**config.mk**
```make
export PLATFORM = sky130hd
export DESIGN_NAME = lba_accum
export DESIGN_NICKNAME = d
export VERILOG_FILES = /design/src/lba_pkg.sv /design/src/lba_tick_if.sv /design/src/lba_accum.sv /design/src/lba_tick_gen.sv
export VERILOG_INCLUDE_DIRS = /design/src
export SDC_FILE = /design/constraint.sdc
export NUM_CORES = 1
export LEC_CHECK = 0
export BUFFER_PORTS_ARGS = -buffer_cell sky130_fd_sc_hd__buf_2
export CAP_MARGIN = 20
export CORE_MARGIN = 2
export CORE_UTILIZATION = 60
export DETAILED_ROUTE_END_ITERATION = 8
export GPL_TIMING_DRIVEN = 0
export PLACE_DENSITY = 0.86
export RECOVER_POWER = 100
export SYNTH_ARGS = -nofsm -noshare
export SYNTH_HDL_FRONTEND = slang
export SYNTH_SLANG_ARGS = --single-unit
```
**constraint.sdc**
```tcl
create_clock -name mclk -period 3.3 [get_ports mclk]
set_input_delay 0.825 -clock mclk [delete_from_list [all_inputs] [get_ports mclk]]
set_output_delay 0.825 -clock mclk [all_outputs]
set_load 0.01 [all_outputs]
```
**src/lba_map.svh**
```systemverilog
`ifndef LBA_MAP_SVH
`define LBA_MAP_SVH

// register indices; byte address is four times the index
`define LBA_IDX_UPPER 8'h54
`define LBA_IDX_LOWER 8'h55
`define LBA_IDX_SIZE 8'h56
`define LBA_IDX_DECAY 8'h57
`define LBA_IDX_STATUS 8'h60
`define LBA_ADDR_W 12

// reset values
`define LBA_RST_UPPER 8'h06
`define LBA_RST_LOWER 8'h04
`define LBA_RST_SIZE 8'h08
`define LBA_RST_DECAY 2'h1

// field positions
`define LBA_DECAY_MSB 1
`define LBA_STAT_LEVEL_MSB 7
`define LBA_STAT_ALARM_BIT 8

// timing
`define LBA_CYCLE_MS 128
`define LBA_CLK_KHZ 125000

`endif

```
**src/lba_pkg.sv**
```systemverilog
package lba_pkg;

    typedef logic [7:0] lba_byte_t;
    typedef logic [1:0] lba_decay_t;

    typedef enum logic [0:0] {
        LBA_BUS_IDLE,
        LBA_BUS_ANSWER
    } lba_bus_st_t;

endpackage

```
**src/lba_tick_if.sv**
```systemverilog
`timescale 1ns/100ps

interface lba_tick_if;
    logic tick;

    modport gen (output tick);
    modport use_end (input tick);
endinterface

```
**src/lba_accum.sv**
```systemverilog
// Chosen here: register access over APB.
`timescale 1ns/100ps
`include "lba_map.svh"

module lba_accum #(
    parameter int unsigned CYCLE_MS = `LBA_CYCLE_MS,
    parameter int unsigned CYCLE_CLKS = CYCLE_MS * `LBA_CLK_KHZ
) (
    // clock and reset
    input wire logic mclk,
    input wire logic rst_b,
    // apb slave
    input wire logic psel,
    input wire logic penable,
    input wire logic pwrite,
    input wire logic [`LBA_ADDR_W-1:0] paddr,
    input wire logic [31:0] pwdata,
    output logic [31:0] prdata,
    output logic pready,
    output logic pslverr,
    // activity monitor
    input wire logic activity_bad,
    // status
    output logic alarm,
    output logic [7:0] bucket_level
);

    localparam logic [`LBA_ADDR_W-1:0] ADDR_UPPER = `LBA_ADDR_W'({`LBA_IDX_UPPER, 2'b00});
    localparam logic [`LBA_ADDR_W-1:0] ADDR_LOWER = `LBA_ADDR_W'({`LBA_IDX_LOWER, 2'b00});
    localparam logic [`LBA_ADDR_W-1:0] ADDR_SIZE = `LBA_ADDR_W'({`LBA_IDX_SIZE, 2'b00});
    localparam logic [`LBA_ADDR_W-1:0] ADDR_DECAY = `LBA_ADDR_W'({`LBA_IDX_DECAY, 2'b00});
    localparam logic [`LBA_ADDR_W-1:0] ADDR_STATUS = `LBA_ADDR_W'({`LBA_IDX_STATUS, 2'b00});

    // cycle tick
    lba_tick_if tk_if ();

    lba_tick_gen #(
        .CYCLE_CLKS(CYCLE_CLKS)
    ) u_tick (
        .mclk(mclk),
        .rst_b(rst_b),
        .tk(tk_if.gen)
    );

    // ---------------- register file ----------------
    lba_pkg::lba_bus_st_t bus_q;
    lba_pkg::lba_bus_st_t bus_d;
    lba_pkg::lba_byte_t upper_q;
    lba_pkg::lba_byte_t upper_d;
    lba_pkg::lba_byte_t lower_q;
    lba_pkg::lba_byte_t lower_d;
    lba_pkg::lba_byte_t size_q;
    lba_pkg::lba_byte_t size_d;
    lba_pkg::lba_decay_t decay_q;
    lba_pkg::lba_decay_t decay_d;
    logic [31:0] prdata_q;
    logic [31:0] prdata_d;
    logic pready_q;
    logic pready_d;
    logic pslverr_q;
    logic pslverr_d;
    logic [31:0] rdata;
    logic hit;
    logic commit;

    // state read back by software
    lba_pkg::lba_byte_t level_q;
    logic alarm_q;

    always_comb begin
        hit = 1'b1;
        rdata = '0;
        case (paddr)
            ADDR_UPPER: begin
                rdata = {24'h0, upper_q};
            end
            ADDR_LOWER: begin
                rdata = {24'h0, lower_q};
            end
            ADDR_SIZE: begin
                rdata = {24'h0, size_q};
            end
            ADDR_DECAY: begin
                rdata = {30'h0, decay_q};
            end
            ADDR_STATUS: begin
                rdata[`LBA_STAT_LEVEL_MSB:0] = level_q;
                rdata[`LBA_STAT_ALARM_BIT] = alarm_q;
            end
            default: begin
                hit = 1'b0;
            end
        endcase
    end

    // write lands on the edge where the master sees pready
    assign commit = (bus_q == lba_pkg::LBA_BUS_ANSWER) && psel && penable && pwrite && hit;

    always_comb begin
        bus_d = bus_q;
        prdata_d = prdata_q;
        pready_d = 1'b0;
        pslverr_d = 1'b0;
        upper_d = upper_q;
        lower_d = lower_q;
        size_d = size_q;
        decay_d = decay_q;
        case (bus_q)
            lba_pkg::LBA_BUS_IDLE: begin
                if (psel && penable) begin
                    bus_d = lba_pkg::LBA_BUS_ANSWER;
                    pready_d = 1'b1;
                    pslverr_d = !hit;
                    prdata_d = pwrite ? 32'h0 : rdata;
                end
            end
            lba_pkg::LBA_BUS_ANSWER: begin
                bus_d = lba_pkg::LBA_BUS_IDLE;
                if (commit) begin
                    case (paddr)
                        ADDR_UPPER: begin
                            upper_d = pwdata[7:0];
                        end
                        ADDR_LOWER: begin
                            lower_d = pwdata[7:0];
                        end
                        ADDR_SIZE: begin
                            size_d = pwdata[7:0];
                        end
                        ADDR_DECAY: begin
                            decay_d = pwdata[`LBA_DECAY_MSB:0];
                        end
                        default: begin
                        end
                    endcase
                end
            end
            default: begin
                bus_d = lba_pkg::LBA_BUS_IDLE;
            end
        endcase
    end

    always_ff @(posedge mclk or negedge rst_b) begin
        if (!rst_b) begin
            bus_q <= lba_pkg::LBA_BUS_IDLE;
            prdata_q <= 32'h0;
            pready_q <= 1'b0;
            pslverr_q <= 1'b0;
            upper_q <= `LBA_RST_UPPER;
            lower_q <= `LBA_RST_LOWER;
            size_q <= `LBA_RST_SIZE;
            decay_q <= `LBA_RST_DECAY;
        end else begin
            bus_q <= bus_d;
            prdata_q <= prdata_d;
            pready_q <= pready_d;
            pslverr_q <= pslverr_d;
            upper_q <= upper_d;
            lower_q <= lower_d;
            size_q <= size_d;
            decay_q <= decay_d;
        end
    end

    // ---------------- monitor input ----------------
    logic [2:0] sync_q;
    logic [2:0] sync_d;
    logic bad_q;
    logic bad_d;
    logic seen_q;
    logic seen_d;
    logic cycle_bad;

    // pin input: accept a change once stages two and three agree
    always_comb begin
        sync_d = {sync_q[1:0], activity_bad};
        bad_d = (sync_q[1] == sync_q[2]) ? sync_q[2] : bad_q;
    end

    // any bad report during the cycle marks it
    assign cycle_bad = seen_q | bad_q;

    always_comb begin
        if (tk_if.tick) begin
            seen_d = 1'b0;
        end else begin
            seen_d = cycle_bad;
        end
    end

    always_ff @(posedge mclk or negedge rst_b) begin
        if (!rst_b) begin
            sync_q <= 3'h0;
            bad_q <= 1'b0;
            seen_q <= 1'b0;
        end else begin
            sync_q <= sync_d;
            bad_q <= bad_d;
            seen_q <= seen_d;
        end
    end

    // ---------------- bucket ----------------
    lba_pkg::lba_byte_t level_d;
    logic [3:0] stable_q;
    logic [3:0] stable_d;
    logic [3:0] period_last;
    logic alarm_d;

    // decay period of 1, 2, 4 or 8 cycles
    assign period_last = (4'h1 << decay_q) - 4'h1;

    always_comb begin
        level_d = level_q;
        stable_d = stable_q;
        if (tk_if.tick) begin
            if (cycle_bad) begin
                // a bad cycle breaks the stable run
                stable_d = 4'h0;
                if (level_q < size_q) begin
                    level_d = level_q + 8'h1;
                end else begin
                    level_d = size_q;
                end
            end else if (stable_q >= period_last) begin
                stable_d = 4'h0;
                if (level_q != 8'h0) begin
                    level_d = level_q - 8'h1;
                end
            end else begin
                stable_d = stable_q + 4'h1;
            end
        end
    end

    always_comb begin
        if (alarm_q) begin
            alarm_d = !(level_q < lower_q);
        end else begin
            alarm_d = (level_q >= upper_q);
        end
    end

    always_ff @(posedge mclk or negedge rst_b) begin
        if (!rst_b) begin
            level_q <= 8'h0;
            stable_q <= 4'h0;
            alarm_q <= 1'b0;
        end else begin
            level_q <= level_d;
            stable_q <= stable_d;
            alarm_q <= alarm_d;
        end
    end

    // outputs straight from flops
    assign prdata = prdata_q;
    assign pready = pready_q;
    assign pslverr = pslverr_q;
    assign alarm = alarm_q;
    assign bucket_level = level_q;

endmodule

```
**src/lba_tick_gen.sv**
```systemverilog
`timescale 1ns/100ps

module lba_tick_gen #(
    parameter int unsigned CYCLE_CLKS = 16000000
) (
    // clock and reset
    input wire logic mclk,
    input wire logic rst_b,
    // cycle tick
    lba_tick_if.gen tk
);

    localparam int CNT_W = (CYCLE_CLKS > 1) ? $clog2(CYCLE_CLKS) : 1;
    localparam logic [CNT_W-1:0] CNT_LAST = CNT_W'(CYCLE_CLKS - 1);

    logic [CNT_W-1:0] cnt_q;
    logic [CNT_W-1:0] cnt_d;
    logic tick_q;
    logic tick_d;

    always_comb begin
        tick_d = (cnt_q == CNT_LAST);
        if (tick_d) begin
            cnt_d = '0;
        end else begin
            cnt_d = cnt_q + CNT_W'(1);
        end
    end

    always_ff @(posedge mclk or negedge rst_b) begin
        if (!rst_b) begin
            cnt_q <= '0;
            tick_q <= 1'b0;
        end else begin
            cnt_q <= cnt_d;
            tick_q <= tick_d;
        end
    end

    assign tk.tick = tick_q;

endmodule

```
# Yosys cells after proc, flatten, opt, wreduce, memory -nomap -nowiden
# Index checks and enable logic that the tools add are counted.
# op_classes
reduce_logical	17
n_mux	17
n_addsub	5
order_cmp	4
bitwise	2
n_eq_ne	7
n_shift	1
# op_table
operator	count
== test 12 x 9 -> 1 bit, second input constant	5
one-hot mux 9 bit (5 select lines)	1
2-to-1 mux 8 bit	4
adder 24 x 1 -> 24 bit, second input constant	1
== test 24 bit, second input constant	1
2-to-1 mux 24 bit	1
less-than comparator 8 bit	2
AND reduction 3 bit	5
2-to-1 mux 9 bit	1
adder 8 x 1 -> 8 bit, second input constant	1
greater-or-equal comparator 8 bit	1
2-to-1 mux 4 bit	2
nonzero test 8 bit	1
subtractor 8 x 1 -> 8 bit, second input constant	1
2-to-1 mux 1 bit	7
logical AND 1 bit	5
OR reduction 5 bit	1
adder 4 x 1 -> 4 bit, second input constant	1
greater-or-equal comparator 4 bit	1
nonzero test 2 bit	2
<< shifter 1 x 2 -> 4 bit, first input constant	1
subtractor 4 x 1 -> 4 bit, second input constant	1
logical NOT 1 bit	2
one-hot mux 1 bit (2 select lines)	1
other kinds (4)	4
# word_totals
reg_bits	104
in_bits	50
wordCells	69

# Logic depth before layout (Yosys ltp)
# Gate-level depths: netlist of run 1.
# logic_depth
depth_word	6
mapped_depth	9
mapped_depth_nobuf	8

# By module
# From an unflattened synthesis of run 1, not the netlist that was laid out.
# unflattened
cells_unflattened	505
hier_area_um2	4785.8
# modules_own_cells
mod	cells_per_inst	area_per_inst_um2	instances
lba_accum	390	3607.2	1
lba_tick_gen	115	1178.6	1

# Worst setup path before layout of run 1
# OpenSTA, ideal clock, no wires.
# synth_path
path_kind	input -> register
from	input port paddr[7]
to	register upper_q[0]
setup_time_ns	0.127
stages	8
arrival_time_ns	2.361
n_path_buf	2
t_required_ns	3.173
path_slack_ns	0.812
cell_sequence	and3b_1 -> buf_4 -> nor3b_1 -> o21ai_1 -> nor2_2 -> and3_1 -> buf_4 -> mux2_1
# synth_between
elab_chain_len	5
# synth_rtl
item	line_no	rtl
from (decl)	lba_accum.sv:16	input wire logic [`LBA_ADDR_W-1:0] paddr,
== test 12 x 9 -> 1 bit, on equally long branches	lba_accum.sv:73, lba_accum.sv:120	
OR reduction 5 bit (no line)	n/a	
2-to-1 mux 1 bit	lba_accum.sv:73	case (paddr)
logical AND 1 bit	lba_accum.sv:97	assign commit = (bus_q == lba_pkg::LBA_BUS_ANSWER) && psel && penable && pwrite && hit;
AND reduction 3 bit (no line) *	n/a	
to (signal assigned)	lba_accum.sv:150	upper_q <= `LBA_RST_UPPER;
to (signal assigned)	lba_accum.sv:159	upper_q <= upper_d;
to (decl)	lba_accum.sv:48	lba_pkg::lba_byte_t upper_q;
# Mark *: on every way between the ends. The rest lies on a longest branch, timed or not.
# A chain may end at the register's enable or synchronous reset.

# Worst setup path in the final report of run 1
# layout_path
from	input port paddr[7]
to	register size_q[0]
# layout_between
elab_chain_len	5
# layout_rtl
item	line_no	rtl
== test 12 x 9 -> 1 bit, on equally long branches	lba_accum.sv:73, lba_accum.sv:120	
OR reduction 5 bit (no line)	n/a	
2-to-1 mux 1 bit	lba_accum.sv:73	
logical AND 1 bit	lba_accum.sv:97	
AND reduction 3 bit (no line) *	n/a	
to (signal assigned)	lba_accum.sv:152	size_q <= `LBA_RST_SIZE;
to (signal assigned)	lba_accum.sv:161	size_q <= size_d;
to (decl)	lba_accum.sv:52	lba_pkg::lba_byte_t size_q;
# Marks and branches as above.

==> out/results.tsv, run 1 <==
metric	value	unit
fillers	612	
die_h	93.0	um
leakagePower	0.00237	uW
max_clock_freq	343	MHz
synth_top_family_by_area	simple AND/OR/NAND/NOR gates	
worstRegToRegCells	9	
ys_seq_elements	80	
diodes	0	
slew_violations	34	
synth-compound-area-share	12.7	%
cts_resized	0	
post-route-period-util	88.2	%
powerDensity	325	mW/mm^2
start_util	61.8	%
cts_sinks	80	
start_kind	input port	
ff2ff_setup_slack	0.67	ns
critPathKind	in2reg	
drt_iter0_drc	272	
fin_skew	0.0134	ns
setup_violations	0	
core.rowCount	32	
top_usage_layer	met2	
hold_viol	0	
endpoint_kind	register	
numCtsBuffers	9	
synth-async-reset-ratio	100	%
routedWlPerCell	15.9	um
grt_pass1_wl	17.6	mm
dieWidth	93.0	um
finalNetCount	638	
rsz0062_at_grt	false	
synthSimpleGateAreaFrac	16.5	%
avgSynthCellArea	9.93	um^2
via_per_inst	5.71	
grt_max_degree	48	
worst_pin_slew	1.93	ns
antenna_found_initial	0	
syn_to_final_growth	12.3	%
synth_cell_types	63	
maxCapViolCount	1	
drt_wl_total	10.5	mm
cts_max_level	3	
final_common_cell	dfrtp_1	
dp.cells	648	
synthAdderAreaFrac	8.38	%
netlist.area_leader.share	39.5	%
rr_endpoint	bucket_level[2]	
pin_count	93	
stdcell_area	0.00533	mm^2
yosysSeqAreaShare	42.3	%
violations	max-capacitance violations, max-slew violations	
synthFlopType	dfrtp_1	
peakVddDrop	0.000210	V
synth_area	0.00475	mm^2
grt_use_met3	5.61	%
final_cells	664	
hpwl	7.64	mm
reg2reg_from	decay_q[1]	
drtAntennaViolNets	0	
grt_pass1_vias	3711	
num_vias	3793	
drc_errors	0	
layout-drive-gt1-share	17.6	%
portBuffers	45	
final_cell_mix	dfrtp_1 (75), nand2_1 (39), inv_1 (35), nor2_1 (35), clkbuf_1 (34)	
min_path_type	reg2reg	
ff_latch_area	0.00201	mm^2
path_max_fanout	10	
status	complete, but fails checks	
clock-root-buffer	clkbuf_8	
track_usage	25.8	%
clk_pin_slew	0.07	ns
ys_warn_count	0	
setup_tns	0	ns
period_needed	2.91	ns
ys_top_cells_by_area	dfrtp_1 (40%), ha_1 (8.2%), mux2_2 (4.5%), buf_4 (4.4%), nand2_1 (3.0%)	
postCtsHoldBufs	0	
met1_usage	32.6	%
synthMuxAreaShare	7.46	%
synth_edf_count	0	
cp_data_required_time	3.54	ns
crit_arrival	3.15	ns
cts_tree	done	
critPathCapture	size_q[0]	
gp_congestion	0.870	
drtPass1Iterations	5	
max_slew_margin	-28.5	%
cts_setup_buffers	0	
ctsLongestPathBuffers	2	
grt-ovfl-total	0	
placed_cell_area	0.00521	mm^2
grtUsageMet2	42.9	%
clock_latency	0.36	ns
multi_input_comb_area	0.00241	mm^2
critPathLaunch	paddr[7]	
core_area	0.00769	mm^2
yosys.area.top_type	dfrtp_1	
synth_xor_area_share	4.06	%
dieArea	0.00864	mm^2
synth_cells	478	
worst max-delay path, stage by stage:
cell and delay, ns:
clkbuf_1 0.08, and3b_1 0.19, clkbuf_1 0.41, nor3b_1 0.32
and3_1 0.30, and2b_1 0.15, buf_4 0.15, nand2_1 0.32
mux2_2 0.40
layout make-up:
| class | instances | share of cell area (%) |
|---|---|---|
| flip-flops and latches | 80 | 37.7 |
| inverters | 35 | 2.46 |
| multi-input cells | 345 | 45.1 |
| clock buffers | 11 | 2.65 |
| repair buffers | 46 | 4.20 |
| plain buffers | 40 | 4.90 |
| well taps | 102 | 2.39 |
| clock inverters | 5 | 0.610 |
metrics by stage:
step | util (%) | power [uW] | hold WS (ns) | worst slack [ns]
final | 69.4 | 1730 | 0.357 | 0.388
after global routing | 69.4 | 1800 | 0.364 | 0.297
after CTS | 70.1 | 1750 | 0.360 | 0.695
after detailed placement | 67.8 | 1110 | 0.343 | 0.307
after global placement | 67.4 | 1100 | 0.333 | 0.379
after floorplan | - | 1050 | 0.331 | 0.812
worst min-delay path by stage:
stage               startpoint   endpoint  cells past startpoint
floorplan            sync_q[0]  sync_q[1]                      0
global placement     sync_q[0]  sync_q[1]                      0
detailed placement   sync_q[0]  sync_q[1]                      0
CTS                  sync_q[0]  sync_q[1]                      0
global route         sync_q[0]  sync_q[1]                      0
finish               sync_q[0]  sync_q[1]                      0
power by group:
part / switching, uW / internal, uW / total (uW)
clock: 356 / 291 / 647
sequential: 3.37 / 985 / 989
combinational: 57.5 / 39.7 / 97.2
per-layer routing:
metal  part of all wire [%]  routed length (um)
met5                      0                   0
met4                    2.6                 269
met3                    5.8                 607
met2                     50                5290
met1                     41                4370
registers in the layout (all words and copies together) (netlist names), 2 cells and up:
register,count
prdata,9
sync_q,3
bucket_level,8
decay_q,2
stable_q,4
size_q,8
lower_q,8
u_tick.cnt_q,24
upper_q,8
cell families after synthesis:
logic type | Yosys count
other cells | 2
mux | 32
buf+inv | 75
simple gates | 152
flops | 80
compound gates | 83
xor+xnor | 22
fa+ha+maj | 32
Yosys cell counts, types with 3 or more instances:
cell type,number
dfrtp_1,75
nand2_1,38
inv_1,35
nor2_1,34
ha_1,31
buf_4,28
o21ai_0,24
nand3_1,20
mux2_2,19
xor2_1,12
nand4_1,11
xnor2_1,10
a21oi_1,9
a22o_1,8
mux2_1,8
nand2b_1,8
a222oi_1,7
clkbuf_1,7
and3_1,6
and2_1,5
dfstp_2,5
mux2i_1,5
nor3_1,5
nor4_1,5
a21o_1,4
a31oi_1,4
buf_2,4
o31ai_1,4
a211oi_1,3
o211ai_1,3
(Power assumes the default switching activity.)
==> run 2, diff against run 1 <==
--- a/config.mk
+++ b/config.mk
@@ -10,6 +10,7 @@
 export CAP_MARGIN = 20
 export CORE_MARGIN = 2
 export CORE_UTILIZATION = 60
+export CTS_BUF_LIST = sky130_fd_sc_hd__clkbuf_4
 export DETAILED_ROUTE_END_ITERATION = 8
 export GPL_TIMING_DRIVEN = 0
 export PLACE_DENSITY = 0.86
==> run 2 against run 1 <==
The run still ends with max-capacitance violations, max-slew violations left. First-iteration DRC count is 5.9% higher. Non-clock buffer count stayed put. Maximum frequency is 1.4% higher. Global-route usage is 1.0 points lower. Critical endpoint is now lower_q[4]. Critical path type unchanged. Critical path depth stayed put. Worst hold slack better by 0.0091 ns.
==> out/results.tsv, run 2 (same netlist as run 1, synthesis figures left out) <==
metric	value	unit	change
cts_setup_buffers	0		unchanged
setup_violations	0		unchanged
start_util	61.8	%	unchanged
cts_resized	0		unchanged
powerDensity	300	mW/mm^2	was 325 mW/mm^2
min_path_type	reg2reg		unchanged
critPathLaunch	paddr[7]		unchanged
start_kind	input port		unchanged
largest_register	u_tick.cnt_q		unchanged
drt_iter0_drc	288		was 272
status	complete, but fails checks		unchanged
worstRegToRegCells	9		unchanged
layout-drive-gt1-share	17.4	%	was 17.6%
postCtsHoldBufs	0		unchanged
pin_count	93		unchanged
slew_violations	34		unchanged
ff2ff_setup_slack	0.67	ns	about the same
utilization	68.6	%	was 69.4%
fin_ws	0.428	ns	was 0.388 ns
period_needed	2.87	ns	was 2.91 ns
drtAntennaViolNets	0		unchanged
final_common_cell	dfrtp_1		unchanged
antenna_found_initial	0		unchanged
grt_pass1_wl	17.1	mm	was 17.6 mm
finalNetCount	638		unchanged
dieWidth	93.0	um	unchanged
critPathKind	in2reg		unchanged
dp.cells	648		unchanged
dieArea	0.00864	mm^2	unchanged
ctsLongestPathBuffers	2		unchanged
clk_pin_slew	0.12	ns	was 0.07 ns
power	1580	uW	was 1730 uW
drc_errors	0		unchanged
final_cell_mix	dfrtp_1 (75), nand2_1 (39), inv_1 (35), nor2_1 (35), clkbuf_1 (33)		was dfrtp_1 (75), nand2_1 (39), inv_1 (35), nor2_1 (35), clkbuf_1 (34)
cts_tree	done		unchanged
routedWlPerCell	15.2	um	was 15.9 um
numCtsBuffers	9		unchanged
setup_tns	0	ns	unchanged
drt_wl_total	10.1	mm	was 10.5 mm
cp_data_required_time	3.62	ns	was 3.54 ns
track_usage	24.8	%	was 25.8%
critPathCapture	lower_q[4]		was size_q[0]
final_cells	664		unchanged
grt-ovfl-total	0		unchanged
endpoint_kind	register		unchanged
rr_endpoint	bucket_level[2]		unchanged
grt_max_degree	48		unchanged
syn_to_final_growth	11.0	%	was 12.3%
hpwl	7.64	mm	unchanged
post-route-period-util	87.0	%	was 88.2%
cts_sinks	80		unchanged
hold_viol	0		unchanged
pre_cts_slack	0.307	ns	unchanged
violations	max-capacitance violations, max-slew violations		unchanged
worst_pin_slew	1.91	ns	was 1.93 ns
reg2reg_from	decay_q[1]		unchanged
leakagePower	0.00234	uW	was 0.00237 uW
gp_congestion	0.870		unchanged
largest_reg_flops	24		unchanged
core_area	0.00769	mm^2	unchanged
maxCapViolCount	1		unchanged
fin_skew	0.0190	ns	was 0.0134 ns
peakVddDrop	0.000249	V	was 0.000210 V
max_clock_freq	348	MHz	was 343 MHz
path_max_fanout	10		unchanged
drtPass1Iterations	6		was 5
die_h	93.0	um	unchanged
grt_pass1_vias	3663		was 3,711
clock-root-buffer	clkbuf_4		was clkbuf_8
diodes	0		unchanged
crit_arrival	3.19	ns	was 3.15 ns
rsz0062_at_grt	false		unchanged
cts_max_level	3		unchanged
clock_latency	0.44	ns	was 0.36 ns
max_slew_margin	-27.7	%	was -28.5%
via_per_inst	5.66		was 5.71
portBuffers	45		unchanged
num_vias	3756		was 3,793
core.rowCount	32		unchanged
## run 2: cell types whose count changed in the layout (fill, tap and decap cells not counted)
cell      before  now
mux2_1         8    9
clkbuf_1      34   33
mux2_2        19   18
clkbuf_4       0   10
clkinv_1       0    1
clkbuf_8      10    0
## run 2: per-stage QoR
step	cell area (um^2)	hold WS, ns
2_1_floorplan	4830	0.331
3_3_place_gp	5180	0.333
3_5_place_dp	5210	0.343
4_1_cts	5320	0.326
5_1_grt	5270	0.375
6_report	5270	0.367
## run 2: worst max-delay path: stages
cell	delay, ns
clkbuf_1	0.08
and3b_1	0.19
clkbuf_1	0.40
nor3b_1	0.32
and4b_1	0.22
clkbuf_1	0.38
and2_0	0.21
buf_4	0.21
mux2_2	0.36
## run 2: worst min path at each step
stage / startpoint / endpoint / slack [ns] / cells after the start
finish: sync_q[0] / sync_q[1] / 0.37 / 0
global route: sync_q[0] / sync_q[1] / 0.37 / 0
CTS: rst_b / prdata[1] / 0.33 / 1
detailed placement: sync_q[0] / sync_q[1] / 0.34 / 0
global placement: sync_q[0] / sync_q[1] / 0.33 / 0
floorplan: sync_q[0] / sync_q[1] / 0.33 / 0
## run 2: layout make-up
type	count	area [um^2]
clock inverter	6	36.3
buffer	40	260
multi-input combinational	345	2410
tap	102	128
clock buffer	10	75.1
inverter	35	131
fill	611	2420
sequential	80	2010
timing repair buffer	46	225
## run 2: power breakdown
group          internal [uW]  total, uW  switching [uW]
sequential               986        989            3.33
combinational           39.8       97.1            57.3
clock                    158        496             338
## run 2: metal layers
metal | part of all wire, % | track usage (%) | vias up
met5 | 0 | 0 | -
met4 | 1.7 | 9.80 | 0
met3 | 4.8 | 4.07 | 21
met2 | 51 | 41.9 | 101
met1 | 43 | 31.8 | 1822
li1 | - | - | 1812
==> run 3, diff against run 2 <==
--- a/config.mk
+++ b/config.mk
@@ -6,14 +6,14 @@
 export SDC_FILE = /design/constraint.sdc
 export NUM_CORES = 1
 export LEC_CHECK = 0
-export BUFFER_PORTS_ARGS = -buffer_cell sky130_fd_sc_hd__buf_2
 export CAP_MARGIN = 20
 export CORE_MARGIN = 2
 export CORE_UTILIZATION = 60
 export CTS_BUF_LIST = sky130_fd_sc_hd__clkbuf_4
 export DETAILED_ROUTE_END_ITERATION = 8
+export DONT_BUFFER_PORTS = 1
 export GPL_TIMING_DRIVEN = 0
-export PLACE_DENSITY = 0.86
+export PLACE_DENSITY = 0.76
 export RECOVER_POWER = 100
 export SYNTH_ARGS = -nofsm -noshare
 export SYNTH_HDL_FRONTEND = slang
==> run 3 against run 2 <==
The flow now finishes without violations. Worst setup slack gained 0.024 ns. Flip-flop and latch count unchanged. Sequential share of layout area increased by 1.3 points. Largest cell class unchanged.
==> out/results.tsv, run 3 (same netlist as run 1, synthesis figures left out) <==
metric	value	unit	change
slew_violations	0		was 34
drc_errors	0		unchanged
largest_register	u_tick.cnt_q		unchanged
rsz0062_at_grt	false		unchanged
layout-drive-gt1-share	14.7	%	was 17.4%
period_needed	2.85	ns	was 2.87 ns
clk_pin_slew	0.14	ns	was 0.12 ns
dieArea	0.00864	mm^2	unchanged
grt_pass1_vias	3485		was 3,663
p_clk_share	39.5	%	was 31.3%
core_area	0.00769	mm^2	unchanged
ctsLongestPathBuffers	2		unchanged
status	finished clean		was complete, but fails checks
fillers	629		was 611
die_h	93.0	um	unchanged
cp_data_required_time	3.62	ns	about the same
cts_max_level	3		unchanged
grt-ovfl-total	0		unchanged
gp_congestion	0.880		was 0.870
hold_viol	0		unchanged
fin_ws	0.452	ns	was 0.428 ns
diodes	0		unchanged
whs	0.0650	ns	was 0.367 ns
routedWlPerCell	16.4	um	was 15.2 um
p_sw_share	22.4	%	was 25.2%
placed_cell_area	0.00496	mm^2	was 0.00521 mm^2
critPathKind	in2reg		unchanged
pin_count	93		unchanged
peakVddDrop	0.000243	V	was 0.000249 V
leakagePower	0.00226	uW	was 0.00234 uW
final_common_cell	dfrtp_1		unchanged
dieWidth	93.0	um	unchanged
drt_wl_total	10.1	mm	about the same
maxCapViolCount	0		was 1
power	1720	uW	was 1580 uW
top_usage_layer	met2		unchanged
postCtsHoldBufs	0		unchanged
multi_input_comb_area	0.00241	mm^2	about the same
clock-root-buffer	clkbuf_4		unchanged
critPathLaunch	paddr[7]		unchanged
grt_max_degree	81		was 48
max_clock_freq	351	MHz	was 348 MHz
cts_sinks	80		unchanged
grt_pass1_wl	16.7	mm	was 17.1 mm
powerDensity	338	mW/mm^2	was 300 mW/mm^2
track_usage	24.5	%	was 24.8%
p_comb_share	2.9	%	was 6.1%
clock_latency	0.44	ns	about the same
start_util	61.8	%	unchanged
cts_setup_buffers	0		unchanged
ff_latch_area	0.00201	mm^2	unchanged
reg2reg_from	decay_q[1]		unchanged
fin_skew	0.0206	ns	was 0.0190 ns
syn_to_final_growth	7.46	%	was 11.0%
grtUsageMet2	40.3	%	was 41.9%
cts_tree	done		unchanged
worst_pin_slew	0.806	ns	was 1.91 ns
grt_use_met3	4.48	%	was 4.07%
p_sw	385	uW	was 399 uW
drtAntennaViolNets	0		unchanged
via_per_inst	5.76		was 5.66
core.rowCount	32		unchanged
largest_reg_flops	24		unchanged
num_vias	3559		was 3,756
numCtsBuffers	9		unchanged
intPower	1340	uW	was 1180 uW
start_kind	input port		unchanged
setup_violations	0		unchanged
drt_iter0_drc	174		was 288
pre_cts_slack	0.407	ns	was 0.307 ns
endpoint_kind	register		unchanged
min_path_type	in2async		was reg2reg
met1_usage	31.5	%	was 31.8%
cts_resized	0		unchanged
drtPass1Iterations	5		was 6
portBuffers	0		was 45
hpwl	7.40	mm	was 7.64 mm
worstRegToRegCells	9		unchanged
post-route-period-util	86.3	%	was 87.0%
final_cell_mix	dfrtp_1 (75), nand2_1 (38), inv_1 (35), nor2_1 (35), ha_1 (31)		was dfrtp_1 (75), nand2_1 (39), inv_1 (35), nor2_1 (35), clkbuf_1 (33)
antenna_found_initial	0		unchanged
setup_tns	0	ns	unchanged
finalNetCount	592		was 638
p_seq_share	57.5	%	was 62.5%
path_max_fanout	10		unchanged
max_slew_margin	46.0	%	was -27.7%
stdcell_area	0.00510	mm^2	was 0.00527 mm^2
crit_arrival	3.16	ns	was 3.19 ns
## run 3: through the flow
step	instances	utilization, %
detailed placement	602	64.5
finish	618	66.4
global placement	602	64.5
CTS	618	66.6
global route	618	66.4
floorplan	500	-
## run 3: area by class of cell
type	count	area share, %
Buffer	40	5.03
Clock buffer	11	1.62
Clock inverter	5	1.59
Inverter	35	2.58
Multi-Input combinational cell	345	47.3
Sequential cell	80	39.4
Tap cell	102	2.50
## run 3: path summary, 6_finish.rpt
kind	slack, ns	end
worst max-delay path	0.45	lower_q[4]
worst min-delay path	0.07	lower_q[7]
worst max register to register	0.70	bucket_level[2]
worst min register to register	0.37	sync_q[1]
max in group asynchronous	3.01	upper_q[1]
min in group mclk	0.37	sync_q[1]
## run 3: power by group through the flow
stage	Clock (uW)	Combinational, uW	Sequential, uW
after global routing	730	55.0	992
after global placement	0	48.9	1010
after CTS	688	49.4	991
after detailed placement	0	49.3	1010
final	681	50.3	991
after floorplan	0	45.9	1010
## run 3: critical path, stage by stage
cell and delay, ns:
and3b_1 0.18, clkbuf_1 0.41, nor3b_1 0.35, and4b_1 0.25
clkbuf_1 0.39, and2_0 0.20, buf_4 0.20, mux2_2 0.35
## run 3: layer usage
| layer | wire (um) | up-vias |
|---|---|---|
| met5 | 0 | - |
| li1 | - | 1712 |
| met3 | 575 | 20 |
| met1 | 4330 | 1721 |
| met2 | 4930 | 106 |
| met4 | 279 | 0 |
